[config.mk]
export PLATFORM = sky130hd
export DESIGN_NAME = bsc_chain
export DESIGN_NICKNAME = d
export VERILOG_FILES = /design/src/bsc_pkg.sv /design/src/bsc_chain.sv /design/src/bsc_sync.sv
export SDC_FILE = /design/constraint.sdc
export NUM_CORES = 1
export LEC_CHECK = 0
export ABC_AREA = 1
export BUFFER_PORTS_ARGS = -buffer_cell sky130_fd_sc_hd__buf_2
export CAP_MARGIN = 20
export CORE_MARGIN = 2
export CORE_UTILIZATION = 56
export CTS_BUF_LIST = sky130_fd_sc_hd__clkbuf_16
export CTS_CLUSTER_DIAMETER = 200
export DETAILED_ROUTE_END_ITERATION = 10
export PLACE_DENSITY = 0.83
export SETUP_SLACK_MARGIN = 0.02
export SYNTH_ARGS = -nofsm -noshare
export SYNTH_HDL_FRONTEND = slang
export SYNTH_SLANG_ARGS = --single-unit
[constraint.sdc]
create_clock -name clk -period 4.7 [get_ports clk]
set_input_delay 0.94 -clock clk [delete_from_list [all_inputs] [get_ports clk]]
set_output_delay 0.94 -clock clk [all_outputs]
set_load 0.02 [all_outputs]
[src/bsc_pkg.sv]
// shared constants, types and cell decoding for the boundary scan chain block
package bsc_pkg;

    // chain geometry and register widths
    localparam int CHAIN_LEN = 57;
    localparam int ID_LEN    = 32;
    localparam int IR_LEN    = 5;

    // identification register field positions
    localparam int ID_VER_MSB  = 31;
    localparam int ID_VER_LSB  = 28;
    localparam int ID_PART_MSB = 27;
    localparam int ID_PART_LSB = 12;
    localparam int ID_MFR_MSB  = 11;
    localparam int ID_MFR_LSB  = 1;
    localparam int ID_ONE_BIT  = 0;
    localparam logic ID_ONE_VALUE = 1'b1;

    // instruction opcodes
    localparam logic [IR_LEN-1:0] OP_EXTEST  = 5'h00;
    localparam logic [IR_LEN-1:0] OP_SAMPLE  = 5'h01;
    localparam logic [IR_LEN-1:0] OP_IDCODE  = 5'h0c;
    localparam logic [IR_LEN-1:0] OP_BYPASS  = 5'h1f;
    localparam logic [IR_LEN-1:0] IR_CAPTURE = 5'h01;

    // named cells of the chain
    localparam int CELL_DOWNSTREAM_PORT_RESET_OUT_FIRST = 0;
    localparam int CELL_DOWNSTREAM_PORT_RESET_OUT_LAST  = 2;
    localparam int CELL_FUNDAMENTAL_RESET_IN            = 4;
    localparam int CELL_CTRL_LOW_BANK                   = 12;
    localparam int CELL_CTRL_HIGH_BANK                  = 45;
    localparam int CELL_CLOCK_BUFFER_POWERDOWN          = 47;
    localparam int CELL_CLOCK_REQUEST_PIN_FIRST         = 48;
    localparam int CELL_CLOCK_REQUEST_PIN_LAST          = 53;
    localparam int CELL_SERIAL_ROM_CLOCK                = 54;
    localparam int CELL_SERIAL_ROM_DATA                 = 55;
    localparam int GPIO_FIRST                           = 19;
    localparam int GPIO_LAST                            = 34;
    localparam int CELL_CTRL_LAST                       = 56;

    typedef enum logic [2:0] {
        CK_OUT2,
        CK_INPUT,
        CK_BIDIR,
        CK_CONTROL,
        CK_INTERNAL
    } bsc_cell_kind_type;

    typedef enum logic [1:0] {
        SEL_BSR,
        SEL_ID,
        SEL_BYPASS
    } bsc_select_type;

    // level and enable of every chain position travel together
    typedef struct packed {
        logic [CHAIN_LEN-1:0] level;
        logic [CHAIN_LEN-1:0] enable;
    } bsc_drive_type;

    // serial test pins as seen from the pads
    typedef struct packed {
        logic tck;
        logic tms;
        logic tdi;
        logic trst_n;
    } bsc_tap_pins_type;

    // kind of cell at each chain position
    function automatic bsc_cell_kind_type cell_kind(input int i);
        if (i <= CELL_DOWNSTREAM_PORT_RESET_OUT_LAST || i == CELL_SERIAL_ROM_CLOCK)
            return CK_OUT2;
        if (i == 3 || i == CELL_FUNDAMENTAL_RESET_IN || i == 5)
            return CK_INPUT;
        if (i == 40 || i == 43 || i == 44 || i == 46)
            return CK_INTERNAL;
        if (i == CELL_CTRL_LOW_BANK || i == CELL_CTRL_HIGH_BANK || i == CELL_CTRL_LAST)
            return CK_CONTROL;
        // general-purpose pins sit on odd positions, their controls just above them
        if (i >= GPIO_FIRST && i <= GPIO_LAST && (i % 2) == 0)
            return CK_CONTROL;
        // clock request pins start on an even position, so their controls are odd
        if (i > CELL_CLOCK_REQUEST_PIN_FIRST && i <= CELL_CLOCK_REQUEST_PIN_LAST
            && (i % 2) == 1)
            return CK_CONTROL;
        return CK_BIDIR;
    endfunction

    // control cell that governs a bidirectional cell
    function automatic int ctrl_cell(input int i);
        if (i < GPIO_FIRST)
            return CELL_CTRL_LOW_BANK;
        if (i > GPIO_LAST && i < CELL_CLOCK_REQUEST_PIN_FIRST)
            return CELL_CTRL_HIGH_BANK;
        return i + 1;
    endfunction

    // data register chosen by an instruction, unlisted codes act as bypass
    function automatic bsc_select_type select_of(input logic [IR_LEN-1:0] op);
        if (op == OP_EXTEST || op == OP_SAMPLE)
            return SEL_BSR;
        if (op == OP_IDCODE)
            return SEL_ID;
        return SEL_BYPASS;
    endfunction

endpackage

[src/bsc_chain.sv]
// tap controller with identification and boundary scan data registers
`timescale 1ns/1ps
module bsc_chain #(
    parameter logic [3:0]  ID_VERSION = 4'h3,    // arbitrary value
    parameter logic [15:0] ID_PART    = 16'h2c5a, // arbitrary value
    parameter logic [10:0] ID_MAKER   = 11'h0a6  // arbitrary value
) (
    input  wire logic                      clk,       // system clock, 200 MHz
    input  wire logic                      reset,     // power-on reset, synchronous
    input  wire bsc_pkg::bsc_tap_pins_type tap_pins,  // tck, tms, tdi, trst_n pins
    output logic                           tdo,       // serial out, falls with tck
    output logic                           tdo_en,    // high while shifting
    input  wire bsc_pkg::bsc_drive_type    core_drive, // functional level and enable
    input  wire [bsc_pkg::CHAIN_LEN-1:0]   pad_in,    // levels seen at the pads
    output bsc_pkg::bsc_drive_type         pad_drive  // level and enable to the pads
);

    localparam int N = bsc_pkg::CHAIN_LEN;

    typedef enum logic [3:0] {
        TLR, RTI, SEL_DR, CAP_DR, SH_DR, EX1_DR, PAU_DR, EX2_DR, UPD_DR,
        SEL_IR, CAP_IR, SH_IR, EX1_IR, PAU_IR, EX2_IR, UPD_IR
    } bsc_tap_state_type;

    bsc_pkg::bsc_tap_pins_type tap_s;
    logic [N-1:0]              pad_in_s;
    logic                      tck_prev_r;
    logic                      tck_rise;
    logic                      tck_fall;
    bsc_tap_state_type         state_r;
    bsc_tap_state_type         state_nxt;
    logic [bsc_pkg::IR_LEN-1:0] ir_r;
    logic [bsc_pkg::IR_LEN-1:0] ir_shift_r;
    logic [bsc_pkg::ID_LEN-1:0] id_shift_r;
    logic [bsc_pkg::ID_LEN-1:0] id_value;
    logic [N-1:0]              bsr_shift_r;
    logic [N-1:0]              bsr_update_r;
    logic [N-1:0]              capture_bits;
    logic                      bypass_r;
    logic                      dr_out;
    logic                      extest;
    bsc_pkg::bsc_select_type   sel;
    bsc_pkg::bsc_drive_type    drive_nxt;

    // test pins and pad inputs come from outside the clk domain
    bsc_sync #(
        .WIDTH ($bits(bsc_pkg::bsc_tap_pins_type))
    ) u_tap_sync (
        .clk      (clk),
        .reset    (reset),
        .async_in (tap_pins),
        .sync_out (tap_s)
    );

    bsc_sync #(
        .WIDTH (N)
    ) u_pad_sync (
        .clk      (clk),
        .reset    (reset),
        .async_in (pad_in),
        .sync_out (pad_in_s)
    );

    // tck edges found by sampling; tms and tdi share its delay so they stay aligned
    always_ff @(posedge clk) begin
        if (reset)
            tck_prev_r <= 1'b0;
        else
            tck_prev_r <= tap_s.tck;
    end

    assign tck_rise = tap_s.tck & ~tck_prev_r;
    assign tck_fall = ~tap_s.tck & tck_prev_r;

    // standard sixteen-state walk steered by tms
    always_comb begin
        state_nxt = state_r;
        unique case (state_r)
            TLR:    state_nxt = tap_s.tms ? TLR    : RTI;
            RTI:    state_nxt = tap_s.tms ? SEL_DR : RTI;
            SEL_DR: state_nxt = tap_s.tms ? SEL_IR : CAP_DR;
            CAP_DR: state_nxt = tap_s.tms ? EX1_DR : SH_DR;
            SH_DR:  state_nxt = tap_s.tms ? EX1_DR : SH_DR;
            EX1_DR: state_nxt = tap_s.tms ? UPD_DR : PAU_DR;
            PAU_DR: state_nxt = tap_s.tms ? EX2_DR : PAU_DR;
            EX2_DR: state_nxt = tap_s.tms ? UPD_DR : SH_DR;
            UPD_DR: state_nxt = tap_s.tms ? SEL_DR : RTI;
            SEL_IR: state_nxt = tap_s.tms ? TLR    : CAP_IR;
            CAP_IR: state_nxt = tap_s.tms ? EX1_IR : SH_IR;
            SH_IR:  state_nxt = tap_s.tms ? EX1_IR : SH_IR;
            EX1_IR: state_nxt = tap_s.tms ? UPD_IR : PAU_IR;
            PAU_IR: state_nxt = tap_s.tms ? EX2_IR : PAU_IR;
            EX2_IR: state_nxt = tap_s.tms ? UPD_IR : SH_IR;
            UPD_IR: state_nxt = tap_s.tms ? SEL_DR : RTI;
        endcase
    end

    // power-on reset or the test reset pin forces test logic reset
    always_ff @(posedge clk) begin
        if (reset || !tap_s.trst_n)
            state_r <= TLR;
        else if (tck_rise)
            state_r <= state_nxt;
    end

    // instruction register: capture pattern, shift, update on falling tck
    always_ff @(posedge clk) begin
        if (reset || !tap_s.trst_n || state_r == TLR) begin
            ir_shift_r <= bsc_pkg::IR_CAPTURE;
            ir_r       <= bsc_pkg::OP_IDCODE;
        end else begin
            if (tck_rise && state_r == CAP_IR)
                ir_shift_r <= bsc_pkg::IR_CAPTURE;
            else if (tck_rise && state_r == SH_IR)
                ir_shift_r <= {tap_s.tdi, ir_shift_r[bsc_pkg::IR_LEN-1:1]};
            if (tck_fall && state_r == UPD_IR)
                ir_r <= ir_shift_r;
        end
    end

    assign sel    = bsc_pkg::select_of(ir_r);
    assign extest = (ir_r == bsc_pkg::OP_EXTEST);

    // identification word is built from constants only
    always_comb begin
        id_value = '0;
        id_value[bsc_pkg::ID_VER_MSB:bsc_pkg::ID_VER_LSB]   = ID_VERSION;
        id_value[bsc_pkg::ID_PART_MSB:bsc_pkg::ID_PART_LSB] = ID_PART;
        id_value[bsc_pkg::ID_MFR_MSB:bsc_pkg::ID_MFR_LSB]   = ID_MAKER;
        id_value[bsc_pkg::ID_ONE_BIT]                       = bsc_pkg::ID_ONE_VALUE;
    end

    // id shifter reloads on every capture so shifted-in data never sticks
    always_ff @(posedge clk) begin
        if (reset)
            id_shift_r <= '0;
        else if (tck_rise && state_r == CAP_DR && sel == bsc_pkg::SEL_ID)
            id_shift_r <= id_value;
        else if (tck_rise && state_r == SH_DR && sel == bsc_pkg::SEL_ID)
            id_shift_r <= {tap_s.tdi, id_shift_r[bsc_pkg::ID_LEN-1:1]};
    end

    // bypass bit captures zero as usual
    always_ff @(posedge clk) begin
        if (reset)
            bypass_r <= 1'b0;
        else if (tck_rise && state_r == CAP_DR && sel == bsc_pkg::SEL_BYPASS)
            bypass_r <= 1'b0;
        else if (tck_rise && state_r == SH_DR && sel == bsc_pkg::SEL_BYPASS)
            bypass_r <= tap_s.tdi;
    end

    // per-cell capture source and pad drive, decided by the cell kind
    generate
        for (genvar i = 0; i < N; i++) begin : g_cell
            localparam bsc_pkg::bsc_cell_kind_type KIND = bsc_pkg::cell_kind(i);
            localparam int CTRL = bsc_pkg::ctrl_cell(i);
            if (KIND == bsc_pkg::CK_INPUT) begin : g_in
                assign capture_bits[i]     = pad_in_s[i];
                assign drive_nxt.level[i]  = core_drive.level[i];
                assign drive_nxt.enable[i] = extest ? 1'b0 : core_drive.enable[i];
            end else if (KIND == bsc_pkg::CK_OUT2) begin : g_out
                assign capture_bits[i]     = core_drive.level[i];
                assign drive_nxt.level[i]  = extest ? bsr_update_r[i] : core_drive.level[i];
                assign drive_nxt.enable[i] = extest ? 1'b1 : core_drive.enable[i];
            end else if (KIND == bsc_pkg::CK_BIDIR) begin : g_bidir
                assign capture_bits[i]     = pad_in_s[i];
                assign drive_nxt.level[i]  = extest ? bsr_update_r[i] : core_drive.level[i];
                assign drive_nxt.enable[i] = extest ? bsr_update_r[CTRL]
                                                    : core_drive.enable[i];
            end else begin : g_aux
                // control and internal cells have no pad; the core level passes untouched, the enable is forced off in extest
                assign capture_bits[i]     = (KIND == bsc_pkg::CK_CONTROL)
                                             ? core_drive.enable[i] : core_drive.level[i];
                assign drive_nxt.level[i]  = core_drive.level[i];
                assign drive_nxt.enable[i] = extest ? 1'b0 : core_drive.enable[i];
            end
        end
    endgenerate

    // chain shifter: cell 56 next to tdi, cell 0 next to tdo
    always_ff @(posedge clk) begin
        if (reset)
            bsr_shift_r <= '0;
        else if (tck_rise && state_r == CAP_DR && sel == bsc_pkg::SEL_BSR)
            bsr_shift_r <= capture_bits;
        else if (tck_rise && state_r == SH_DR && sel == bsc_pkg::SEL_BSR)
            bsr_shift_r <= {tap_s.tdi, bsr_shift_r[N-1:1]};
    end

    // update latch moves on falling tck so pins never see the shifting bits
    always_ff @(posedge clk) begin
        if (reset || !tap_s.trst_n || state_r == TLR)
            bsr_update_r <= '0;
        else if (tck_fall && state_r == UPD_DR && sel == bsc_pkg::SEL_BSR)
            bsr_update_r <= bsr_shift_r;
    end

    always_comb begin
        unique case (sel)
            bsc_pkg::SEL_BSR: dr_out = bsr_shift_r[0];
            bsc_pkg::SEL_ID:  dr_out = id_shift_r[0];
            default:          dr_out = bypass_r;
        endcase
    end

    // tdo changes on falling tck, giving the tester half a period of setup
    always_ff @(posedge clk) begin
        if (reset) begin
            tdo    <= 1'b0;
            tdo_en <= 1'b0;
        end else if (tck_fall) begin
            tdo    <= (state_r == SH_IR) ? ir_shift_r[0] : dr_out;
            tdo_en <= (state_r == SH_IR) || (state_r == SH_DR);
        end
    end

    // pads follow the core unless extest; the register costs one clk of latency
    always_ff @(posedge clk) begin
        if (reset)
            pad_drive <= '0;
        else
            pad_drive <= drive_nxt;
    end

endmodule

[src/bsc_sync.sv]
// two-stage synchroniser for levels entering the clk domain
`timescale 1ns/1ps
module bsc_sync #(
    parameter int WIDTH = 1
) (
    input  wire logic             clk,      // system clock
    input  wire logic             reset,    // synchronous, active high
    input  wire logic [WIDTH-1:0] async_in, // level from outside the domain
    output logic      [WIDTH-1:0] sync_out  // level safe to use
);

    logic [WIDTH-1:0] meta_r;

    // first stage is read only by the second stage
    always_ff @(posedge clk) begin
        if (reset) begin
            meta_r   <= '0;
            sync_out <= '0;
        end else begin
            meta_r   <= async_in;
            sync_out <= meta_r;
        end
    end

endmodule

# Word-level counts from Yosys, hierarchy flattened
# Cells that the tools add are included.
[totals]
reg_bits = 398
input_bits = 177
output_inout_bits = 116
wordCells = 169
[classes]
n_eq_ne = 19
muxes = 98
n_bitwise = 4
reduce_logical = 30
[op_table]
columns = ["operator", "n"]
rows = [
  ["2-to-1 mux 57 bit", 2],
  ["2-to-1 mux 1 bit", 79],
  ["2-to-1 mux 30 bit", 2],
  ["case mux 4 bit (12 select lines)", 1],
  ["== test 4 bit (second input constant)", 8],
  ["== test 4 x 3 -> 1 bit (second input constant)", 4],
  ["2-to-1 mux 4 bit", 4],
  ["2-to-1 mux 2 bit", 7],
  ["logical AND 1 bit", 13],
  ["OR reduction 2 bit", 6],
  ["== test 4 x 2 -> 1 bit (second input constant)", 2],
  ["2-to-1 mux 3 bit", 2],
  ["== test 5 x 1 -> 1 bit (second input constant)", 1],
  ["== test 5 x 4 -> 1 bit (second input constant)", 1],
  ["zero test 5 bit", 1],
  ["== test 4 x 1 -> 1 bit (second input constant)", 1],
  ["zero test 4 bit", 1],
  ["logical OR 1 bit", 4],
  ["nonzero test 2 bit", 2],
  ["OR reduction 3 bit", 1],
  ["AND 1 bit", 2],
  ["== test 2 x 1 -> 1 bit (second input constant)", 1],
  ["== test 2 bit (second input constant)", 1],
  ["zero test 2 bit", 1],
  ["other kinds (3)", 4],
]

# Depth between registers and ports, before layout
# Gate-level depths: netlist of the first run.
[logic_depth]
word_depth = 10
depth_mapped = 10
ltp_nobuf = 9

# Hierarchy
# A second synthesis of the first run with hierarchy kept.
[hier_totals]
cells_unflattened = 1705
hier_area_um2 = 13743.2
[by_module_without_submodules]
columns = ["module", "instances", "cells_per_inst", "area_each_um2", "seq_area_each_um2"]
rows = [
  ["bsc_chain", 1, 1325, 10179.8, 5425.2],
  ["bsc_sync (u_pad_sync)", 1, 355, 3331.9, 2282.2],
  ["bsc_sync (u_tap_sync)", 1, 25, 231.5, 160.2],
]

# Least setup slack after synthesis of the first run
# No wires, ideal clock.
[synth_path]
path_kind = "input port to flip-flop"
start = "input port reset"
end = "register pad_drive[10] in the netlist's numbering"
setup_ns = 0.129
t_arrival_ns = 1.943
t_required_ns = 4.571
setup_slack_ns = 2.628
cell_stages = 7
n_path_buf = 4
cell_sequence = "clkbuf_1 -> inv_1 -> buf_2 -> buf_2 -> nand2_1 -> clkbuf_1 -> nand2_1"
[synth_rtl]
columns = ["item", "line_no", "text"]
rows = [
  ["start, declared", "bsc_chain.sv:9", "input wire logic reset,"],
  ["end signal, assigned", "bsc_chain.sv:223", "pad_drive <= drive_nxt;"],
  ["end, declared", "bsc_chain.sv:15", "output bsc_pkg::bsc_drive_type pad_drive"],
]

# Final worst setup path of the first run
[layout_path]
start = "register state_r[0]"
end = "register bsr_shift_r[30]"
[layout_via]
elab_chain_cells = 4
elab_cells_between_ends = 8
cone_classes = "2 x eq/ne; 1 x mux; 5 x reduce/logical"
[layout_lines]
columns = ["item", "line_no", "text"]
rows = [
  ["start, declared", "bsc_chain.sv:30", "bsc_tap_state_type state_r;"],
  ["start signal, assigned", "bsc_chain.sv:103", "state_r <= state_nxt;"],
  ["== test 4 x 2 -> 1 bit / == test 4 x 3 -> 1 bit (equally long branches)", "bsc_chain.sv:185, bsc_chain.sv:187", ""],
  ["logical AND 1 bit (on tied branches) (2 in series)", "bsc_chain.sv:185, bsc_chain.sv:187", ""],
  ["2-to-1 mux 57 bit / nonzero test 2 bit (equally long branches)", "-", ""],
  ["end signal, assigned", "bsc_chain.sv:186", "bsr_shift_r <= capture_bits;"],
  ["end signal, assigned", "bsc_chain.sv:188", "bsr_shift_r <= {tap_s.tdi, bsr_shift_r[N-1:1]};"],
  ["end, declared", "bsc_chain.sv:36", "logic [N-1:0] bsr_shift_r;"],
]
# Parallel ways exist; a longest one is shown, timed or not.
# A chain may end at the register's enable or synchronous reset.

==> impl_results.md, run 1 <==
- Outcome: complete, no violations
- Synth Cell Area: 0.01197 mm2
- # nets final: 1863
- Design Area, Final: 0.01445 mm2
- H-tree depth: 2
- Static Leak: 7.180 nW
- Total power density per cell area: 419.3 mW/mm2
- CTS Buf Count: 35
- Net Sw Frac: 21.66%
- Hold Crit Class: register to register
- Syn_area_per_cell: 8.193 um2
- Initial Util: 56.94%
- Comb power frac: 5.3%
- Via count: 10106
- Post-CTS setup buffers: 0
- Vias in the first global route: 9222
- Fin Clk Skew: 0.01533 ns
- Final period util: 59.28%
- CP Max Fanout: 114
- # fillers: 1669
- RSZ-0062 raised after global routing: false
- Port Buffers: 270
- Worst Path Required: 5.12 ns
- VDD IR max: 352.5 uV
- Net Switching: 1.312 mW
- Post-Route WL: 28.56 mm
- Post-synthesis sequential area ratio: 58.37%
- Largest net degree at the start of global routing: 115
- Full die area: 0.02256 mm2
- Flop pwr share: 50.6%
- Max Cap Viol: 0
- Layout cells sized above 1: 20.15%
- DR WL/cell: 14.35 um
- Area Overhead vs Synth: 20.69%
- Die Wd: 150.2 um
- Crit path launch type: register
- Die Ht: 150.2 um
- Worst slew pin tran: 1.120 ns
- Yosys warns: 0
- First-pass GRT wire length: 44.77 mm
- Max Root-Sink Buffers: 3
- Clock Latency Late Sink: 0.51 ns
- Cts-stage hold buffer count: 0
- Antenna violations before repair: 2
- CTS tree: yes
- Relative slew slack: 25.31%
- Fmax: 0.3589 GHz
- Synth cell types: 27
- Int Pwr: 4.746 mW
- Placed cell area: 0.01333 mm2
- Routability cong.: 0.8753
- GRT overflow: 0
- Sink Count: 349
- Number of DRC markers in iteration 0: 898
- Kind of critical path: register to register
- Post-Syn Nets: 1638
- Synthesized instance count: 1461
- Final Critical Period: 2.786 ns
- Total core area: 0.02102 mm2
- Routed Antenna Nets: 0
- Root buffer cell: clkbuf_16
- Clock power share: 44.1%
- Clock-pin slew on the worst setup and hold paths: 0.06 ns
- Arr. time, crit path: 3.21 ns
- GRT Total Usage: 24.63%
- Critical path capture point type: register
- Final Setup Violations: 0
- Drt via density: 5.078
- #FFs+latches synth: 349
- Final setup TNS: 0 ns
- Final Hold Viols: 0
- Resized cells post-CTS: 0
- Core Rows: 53
- DR pass1 iterations: 5
- I/O pins: 293
- Dpl hpwl: 18.44 mm
- Drc violations: 0
- Final number of max-transition violations: 0
## routing by layer
metal | global-route usage, % | vias to the layer above | wire length, um
met2 | 40.27 | 416 | 13150
met4 | 8.066 | 0 | 772
met3 | 5.455 | 65 | 2264
met1 | 32.54 | 4521 | 12370
li1 | - | 5104 | -
met5 | 0 | - | 0
## through the flow
stage | std cells | hold slack [ns] | setup WS [ns] | power, mW | util [%]
global route | 1987 | 0.4107 | 1.711 | 6.263 | 68.69
finish | 1990 | 0.3935 | 1.914 | 6.058 | 68.72
floorplan | 1461 | 0.3883 | 2.628 | 3.300 | -
global placement | 1924 | 0.3926 | 1.901 | 3.444 | 63.39
detailed placement | 1924 | 0.3927 | 1.831 | 3.451 | 63.39
CTS | 1987 | 0.3947 | 1.977 | 6.090 | 68.69
## placed cells by master (no fill, tap or decap), types with 2 or more instances in the layout
| cell type | instances |
|---|---|
| nand3b_1 | 2 |
| nor3_1 | 3 |
| o21ai_0 | 175 |
| o211ai_1 | 5 |
| nand2_1 | 112 |
| bufinv_16 | 3 |
| inv_1 | 221 |
| nand4_1 | 2 |
| o22ai_1 | 57 |
| diode_2 | 3 |
| nor2_1 | 240 |
| a21oi_1 | 150 |
| clkinv_1 | 5 |
| nor2_4 | 3 |
| clkbuf_16 | 37 |
| inv_2 | 5 |
| o21ai_1 | 7 |
| nand3_4 | 2 |
| dfxtp_1 | 349 |
| nand3_1 | 38 |
| buf_4 | 10 |
| nor2_2 | 4 |
| buf_2 | 269 |
| clkinv_2 | 6 |
## cell type report
cell class	count	area, um2	share of cell area [%]
well taps	275	344.1	2.382
clock buffers	37	925.9	6.409
clock inverters	26	187.7	1.299
multi-input cells	805	3760	26.03
inverters	216	813.3	5.630
repair buffers	279	1421	9.839
flip-flops and latches	349	6987	48.36
diodes	3	7.507	0.05197
## power by group through the flow
stage / clock [mW] / combinational [mW] / sequential, mW
2_1_floorplan: 0 / 0.106 / 3.19
3_3_place_gp: 0 / 0.316 / 3.13
3_5_place_dp: 0 / 0.320 / 3.13
4_1_cts: 2.70 / 0.323 / 3.07
5_1_grt: 2.84 / 0.355 / 3.07
6_report: 2.67 / 0.321 / 3.07
## flip-flops by register name, summed over array words and instances (netlist names)
name                 count
pad_drive              114
u_tap_sync.meta_r        4
u_pad_sync.meta_r       35
tck_prev_r               1
state_r                  4
ir_r                     5
u_pad_sync.sync_out     35
tdo                      1
id_shift_r              32
u_tap_sync.sync_out      4
bypass_r                 1
bsr_shift_r             57
tdo_en                   1
ir_shift_r               5
bsr_update_r            50
## synthesized netlist by cell type
cell type | instances | area, um2
inv_2 | 5 | 18.77
nand2_1 | 112 | 420.4
a21oi_1 | 150 | 750.7
buf_2 | 23 | 115.1
clkbuf_1 | 53 | 198.9
buf_1 | 4 | 15.01
o21a_1 | 1 | 7.510
o211ai_1 | 5 | 37.54
nor3_1 | 3 | 15.01
nor3_4 | 1 | 16.27
buf_4 | 6 | 45.04
nor2_2 | 5 | 31.28
nand3_1 | 39 | 195.2
nor2_4 | 2 | 22.52
nand2_2 | 1 | 6.260
nor2_1 | 240 | 900.9
nand3b_1 | 2 | 15.01
a21oi_4 | 1 | 16.27
o21ai_1 | 7 | 35.03
dfxtp_1 | 349 | 6987
inv_1 | 211 | 792.0
nand4_1 | 2 | 12.51
buf_6 | 5 | 56.30
nand3_2 | 1 | 10.01
o22ai_1 | 57 | 356.6
o21ai_0 | 175 | 875.8
nand3_4 | 1 | 17.52
## logic make-up after synthesis
group | Yosys count | synth area share [%]
buf+inv | 307 | 10.37
flops | 349 | 58.37
compound gates | 396 | 17.37
simple gates | 409 | 13.89
## final timing paths
check	slack, ns	to	start	cells past startpoint
worst max-delay path	1.91	bsr_shift_r[30]	state_r[0]	8
worst min-delay path	0.39	u_pad_sync.sync_out[52]	u_pad_sync.meta_r[52]	2
worst max register to register	1.91	bsr_shift_r[30]	state_r[0]	8
worst min register to register	0.39	u_pad_sync.sync_out[52]	u_pad_sync.meta_r[52]	2
## worst max-delay path, stage by stage (launching register included)
cell,delay (ns)
dfxtp_1,0.50
nand2_1,0.13
inv_2,0.15
nand3_4,0.07
buf_4,0.33
a21oi_4,0.22
buf_4,0.75
o21ai_0,0.22
a21oi_1,0.18
(Power assumes the default switching activity.)
==> inputs of run 2 (changes only) <==
--- a/config.mk
+++ b/config.mk
@@ -5,15 +5,15 @@
 export SDC_FILE = /design/constraint.sdc
 export NUM_CORES = 1
 export LEC_CHECK = 0
-export ABC_AREA = 1
+export ABC_AREA = 0
 export BUFFER_PORTS_ARGS = -buffer_cell sky130_fd_sc_hd__buf_2
 export CAP_MARGIN = 20
 export CORE_MARGIN = 2
-export CORE_UTILIZATION = 56
+export CORE_UTILIZATION = 53
 export CTS_BUF_LIST = sky130_fd_sc_hd__clkbuf_16
 export CTS_CLUSTER_DIAMETER = 200
 export DETAILED_ROUTE_END_ITERATION = 10
-export PLACE_DENSITY = 0.83
+export PLACE_DENSITY = 0.79
 export SETUP_SLACK_MARGIN = 0.02
 export SYNTH_ARGS = -nofsm -noshare
 export SYNTH_HDL_FRONTEND = slang
==> constraint.sdc (replaced) <==
create_clock -name clk -period 2.6 [get_ports clk]
set_input_delay 0.52 -clock clk [delete_from_list [all_inputs] [get_ports clk]]
set_output_delay 0.52 -clock clk [all_outputs]
set_load 0.02 [all_outputs]
==> impl_results.md, run 2 <==
- Comb power frac: 5.1%
- Number of synthesized flops with an enable pin: 0
- Routability cong.: 0.8388
- Share of the synthesized area in the top cell type: 58.29%
- Synth Cell Area: 0.01199 mm2
- Net Switching: 2.429 mW
- Via count: 9223
- Total power density per cell area: 755.8 mW/mm2
- Biggest register: pad_drive
- Flop pwr share: 49.9%
- RSZ-0062 raised after global routing: false
- Vias in the first global route: 8634
- Area leader, netlist: dfxtp_1
- Static Leak: 6.381 nW
- Drc violations: 0
- Placed cell area: 0.01353 mm2
- #FFs+latches synth: 349
- VDD IR max: 428.9 uV
- Critical path startpoint: state_r[0]
- Final period util: 86.29%
- Count leader, synth: dfxtp_1
- Total power: 11.10 mW
- Area Overhead vs Synth: 22.57%
- Relative slew slack: 30.23%
- Max Root-Sink Buffers: 3
- Post-Route WL: 27.54 mm
- CP Max Fanout: 57
- # nets final: 1639
- Die Wd: 154.4 um
- Fin Clk Skew: 0.01945 ns
- Routed Antenna Nets: 0
- Multi-input logic area: 0.004582 mm2
- DR pass1 iterations: 5
- Async set or reset register ratio after synthesis: 0%
- Clock Latency Late Sink: 0.52 ns
- First-pass GRT wire length: 43.20 mm
- Top Registers: pad_drive: 114 flops, bsr_shift_r: 57 flops, bsr_update_r: 50 flops
- Layout cells sized above 1: 26.18%
- Largest cells by area after synthesis: dfxtp_1 (58%), nand2_1 (8.6%), a21oi_1 (5.9%), mux2i_1 (5.6%), nor2b_1 (5.4%)
- Fmax: 0.4457 GHz
- Worst Path Required: 3.03 ns
- Max Cap Viol: 0
- Final Setup Violations: 0
- Antenna violations before repair: 4
- Top_reg_cell synth: dfxtp_1
- Arr. time, crit path: 2.67 ns
- Initial Util: 53.42%
- Int Pwr: 8.675 mW
- Commonest non-fill, non-tap cell in the layout: dfxtp_1
- Final setup TNS: 0 ns
- Clock power share: 45.0%
- Dpl hpwl: 18.49 mm
- Worst slew pin tran: 1.047 ns
- Critical path capture point type: register
- Hold Crit Class: input port to register
- Most frequent cells after synthesis: dfxtp_1 (349), nand2_1 (274), a21oi_1 (141), nor2b_1 (103), mux2i_1 (67)
- Hold Path Origin: pad_in[15]
- Largest net degree at the start of global routing: 79
- Final Critical Period: 2.244 ns
- I/O pins: 293
- Yosys warns: 0
- Resized cells post-CTS: 0
- Final number of max-transition violations: 0
- R2r startpoint: state_r[0]
- Number of DRC markers in iteration 0: 552
- GRT Total Usage: 22.26%
- Sink Count: 349
- Port Buffers: 270
- GRT overflow: 0
- Total core area: 0.02243 mm2
- Drt via density: 5.196
- Cts-stage hold buffer count: 0
- CTS Buf Count: 35
- Full die area: 0.02383 mm2
- Reg area: 0.006987 mm2
- CTS tree: yes
- Syn_area_per_cell: 9.808 um2
- Synth cell types: 51
- Post-CTS setup buffers: 0
- Synthesized instance count: 1222
- Kind of critical path: register to register
- # fillers: 1804
- Largest register FFs: 114
- Post-synthesis sequential area ratio: 58.29%
- Design Area, Final: 0.01469 mm2
- Commonest non-fill, non-tap cells in the layout: dfxtp_1 (349), nand2_1 (274), buf_2 (269)
- Final Hold Viols: 0
- Crit path launch type: register
- Root buffer cell: clkbuf_16
- DR WL/cell: 15.51 um
- Net Sw Frac: 21.87%
- Clock-pin slew on the worst setup and hold paths: 0.06 ns
- H-tree depth: 2
- Core Rows: 55
- Die Ht: 154.4 um
- Outcome: complete, no violations
- Post-Syn Nets: 1399
[run 2: area by class of cell]
class | instances | area share (%)
diodes | 4 | 0.06814
clock buffers | 36 | 6.132
flip-flops and latches | 349 | 47.56
multi-input cells | 776 | 31.19
inverters | 4 | 0.1022
repair buffers | 296 | 10.83
well taps | 285 | 2.427
clock inverters | 25 | 1.695
[run 2: cell families after synthesis]
family	share of synthesized area, %
mux	5.596
flops	58.29
simple gates	18.44
buf+inv	3.664
xor+xnor	0.07309
compound gates	13.94
[run 2: power by group through the flow]
stage | Combinational, mW | Clock [mW] | Sequential, mW
after floorplan | 0.184 | 0 | 5.77
after global placement | 0.559 | 0 | 5.66
after detailed placement | 0.568 | 0 | 5.66
after CTS | 0.572 | 5.08 | 5.54
after global routing | 0.614 | 5.30 | 5.55
final | 0.568 | 5.00 | 5.54
[run 2: path summary, 6_finish.rpt]
| check | end | slack [ns] | cells past startpoint |
|---|---|---|---|
| max | bsr_shift_r[46] | 0.36 | 4 |
| min | u_pad_sync.meta_r[15] | 0.21 | 2 |
| max reg2reg | bsr_shift_r[46] | 0.36 | 4 |
| min reg2reg | u_pad_sync.sync_out[6] | 0.43 | 1 |
[run 2: worst max-delay path, cell delays in order, from the launching register on]
cell       delay, ns
dfxtp_1         0.45
or3b_1          0.45
a211o_1         0.31
or3_4           0.66
o2bb2ai_1       0.26
[run 2: through the flow]
stage	cells	worst slack (ns)	utilization, %	hold WS (ns)
final	1775	0.3564	65.48	0.2063
after global routing	1775	0.2570	65.48	0.1909
after CTS	1771	0.3812	65.44	0.1909
after detailed placement	1710	0.3758	60.31	0.4204
after global placement	1710	0.4917	60.31	0.4202
after floorplan	1222	0.7290	-	0.4138
[run 2: metal layers]
metal / share of wire, % / track usage (%) / vias up
li1: - / - / 4581
met1: 43 / 28.57 / 4287
met2: 48 / 37.95 / 299
met3: 5.9 / 3.867 / 56
met4: 2.4 / 8.113 / 0
met5: 0 / 0 / -
==> inputs of run 3 (changes only) <==
--- a/config.mk
+++ b/config.mk
@@ -14,7 +14,10 @@
 export CTS_CLUSTER_DIAMETER = 200
 export DETAILED_ROUTE_END_ITERATION = 10
 export PLACE_DENSITY = 0.79
+export RECOVER_POWER = 25
 export SETUP_SLACK_MARGIN = 0.02
+export SKIP_CTS_REPAIR_TIMING = 1
+export SLEW_MARGIN = 15
 export SYNTH_ARGS = -nofsm -noshare
 export SYNTH_HDL_FRONTEND = slang
 export SYNTH_SLANG_ARGS = --single-unit
==> impl_results.md, run 3 (synthesis results as in run 2) <==
- Hold Slack: 0.2063 ns
- CTS Buf Count: 35
- Dpl hpwl: 18.49 mm
- Post-Route WL: 27.51 mm
- H-tree depth: 2
- Clock-pin slew on the worst setup and hold paths: 0.06 ns
- Outcome: finished with violations
- Clock power share: 45.0%
- Number of DRC markers in iteration 0: 556
- GRT Total Usage: 22.26%
- Max Cap Viol: 1
- VDD IR max: 427.9 uV
- Commonest non-fill, non-tap cell in the layout: dfxtp_1
- Kind of critical path: register to register
- RSZ-0062 raised after global routing: false
- Root buffer cell: clkbuf_16
- Int Pwr: 8.673 mW
- Core Rows: 55
- Top Registers: pad_drive: 114 flops, bsr_shift_r: 57 flops, bsr_update_r: 50 flops
- Final period util: 86.02%
- Fmax: 0.4471 GHz
- Worst Path Required: 3.03 ns
- GRT overflow: 0
- DR WL/cell: 15.50 um
- Drc violations: 0
- Net Switching: 2.433 mW
- Largest net degree at the start of global routing: 79
- Hold Crit Class: input port to register
- Full die area: 0.02383 mm2
- Relative slew slack: -3.420%
- Fin Clk Skew: 0.01850 ns
- Die Wd: 154.4 um
- DR pass1 iterations: 5
- Final Hold Viols: 0
- Drt via density: 5.188
- Worst slew pin tran: 1.551 ns
- Flop pwr share: 49.9%
- Via count: 9209
- Die Ht: 154.4 um
- Vias in the first global route: 8634
- Biggest register: pad_drive
- Critical path capture point type: register
- Commonest non-fill, non-tap cells in the layout: dfxtp_1 (349), nand2_1 (274), buf_2 (255)
- Comb power frac: 5.1%
- Layout cells sized above 1: 25.17%
- Max Root-Sink Buffers: 3
- Crit path launch type: register
- CTS tree: yes
- Total core area: 0.02243 mm2
- Final Setup Violations: 0
- Post-layout util: 65.37%
- Initial Util: 53.42%
- Static Leak: 6.326 nW
- Failing checks: capacitance limit, slew limit
- Area Overhead vs Synth: 22.35%
- # nets final: 1639
- CP Max Fanout: 57
- Antenna violations before repair: 4
- Port Buffers: 270
- Final setup TNS: 0 ns
- First-pass GRT wire length: 43.20 mm
- Sink Count: 349
- Clock Latency Late Sink: 0.52 ns
- Arr. time, crit path: 2.67 ns
- I/O pins: 293
- Largest register FFs: 114
- Net Sw Frac: 21.91%
- Routed Antenna Nets: 0
- Total power density per cell area: 757.3 mW/mm2
- Final Critical Period: 2.236 ns
- Routability cong.: 0.8388
- Final number of max-transition violations: 79
run 3: cell types whose count changed in the layout (fill, tap and decap cells not counted):
cell / previous run / this run
clkbuf_1: 0 / 15
buf_2: 269 / 255
buf_4: 23 / 20
clkbuf_2: 0 / 2
run 3: power by group through the flow:
stage	combinational [mW]	sequential (mW)	clock, mW
after CTS	0.572	5.54	5.08
after global routing	0.612	5.55	5.30
final	0.565	5.54	5.00
after floorplan	0.184	5.77	0
after global placement	0.559	5.66	0
after detailed placement	0.568	5.66	0
run 3: area by class of cell:
class                   instances  area (um2)
fillers                      1818        7770
flip-flops and latches        349        6987
multi-input cells             776        4582
repair buffers                296        1564
clock buffers                  36       900.9
well taps                     285       356.6
clock inverters                25       249.0
inverters                       4       15.01
diodes                          4       10.01
run 3: critical path, cell delays in order, from the launching register on:
cell	delay (ns)
dfxtp_1	0.45
or3b_1	0.44
a211o_1	0.31
or3_4	0.66
o2bb2ai_1	0.26
run 3: metrics by stage:
step                      power [mW]  instances  setup WS, ns  instance area, um2
after floorplan                5.956       1222        0.7290               11990
after CTS                      11.20       1771        0.3812               14680
final                          11.11       1775        0.3635               14660
after global routing           11.46       1775        0.2570               14660
after detailed placement       6.228       1710        0.3758               13530
after global placement         6.215       1710        0.4917               13530
run 3: worst paths after layout:
path	from	to	slack [ns]	depth (start not counted)
min reg2reg	u_pad_sync.meta_r[6]	u_pad_sync.sync_out[6]	0.43	1
max reg2reg	state_r[0]	bsr_shift_r[46]	0.36	4
min	pad_in[15]	u_pad_sync.meta_r[15]	0.21	2
max	state_r[0]	bsr_shift_r[46]	0.36	4
run 3: metal layers:
metal | global-route usage (%) | share of wire (%) | up-vias
li1 | - | - | 4577
met1 | 28.57 | 43 | 4274
met2 | 37.95 | 49 | 302
met3 | 3.867 | 6.1 | 56
met4 | 8.113 | 2.4 | 0
met5 | 0 | 0 | -
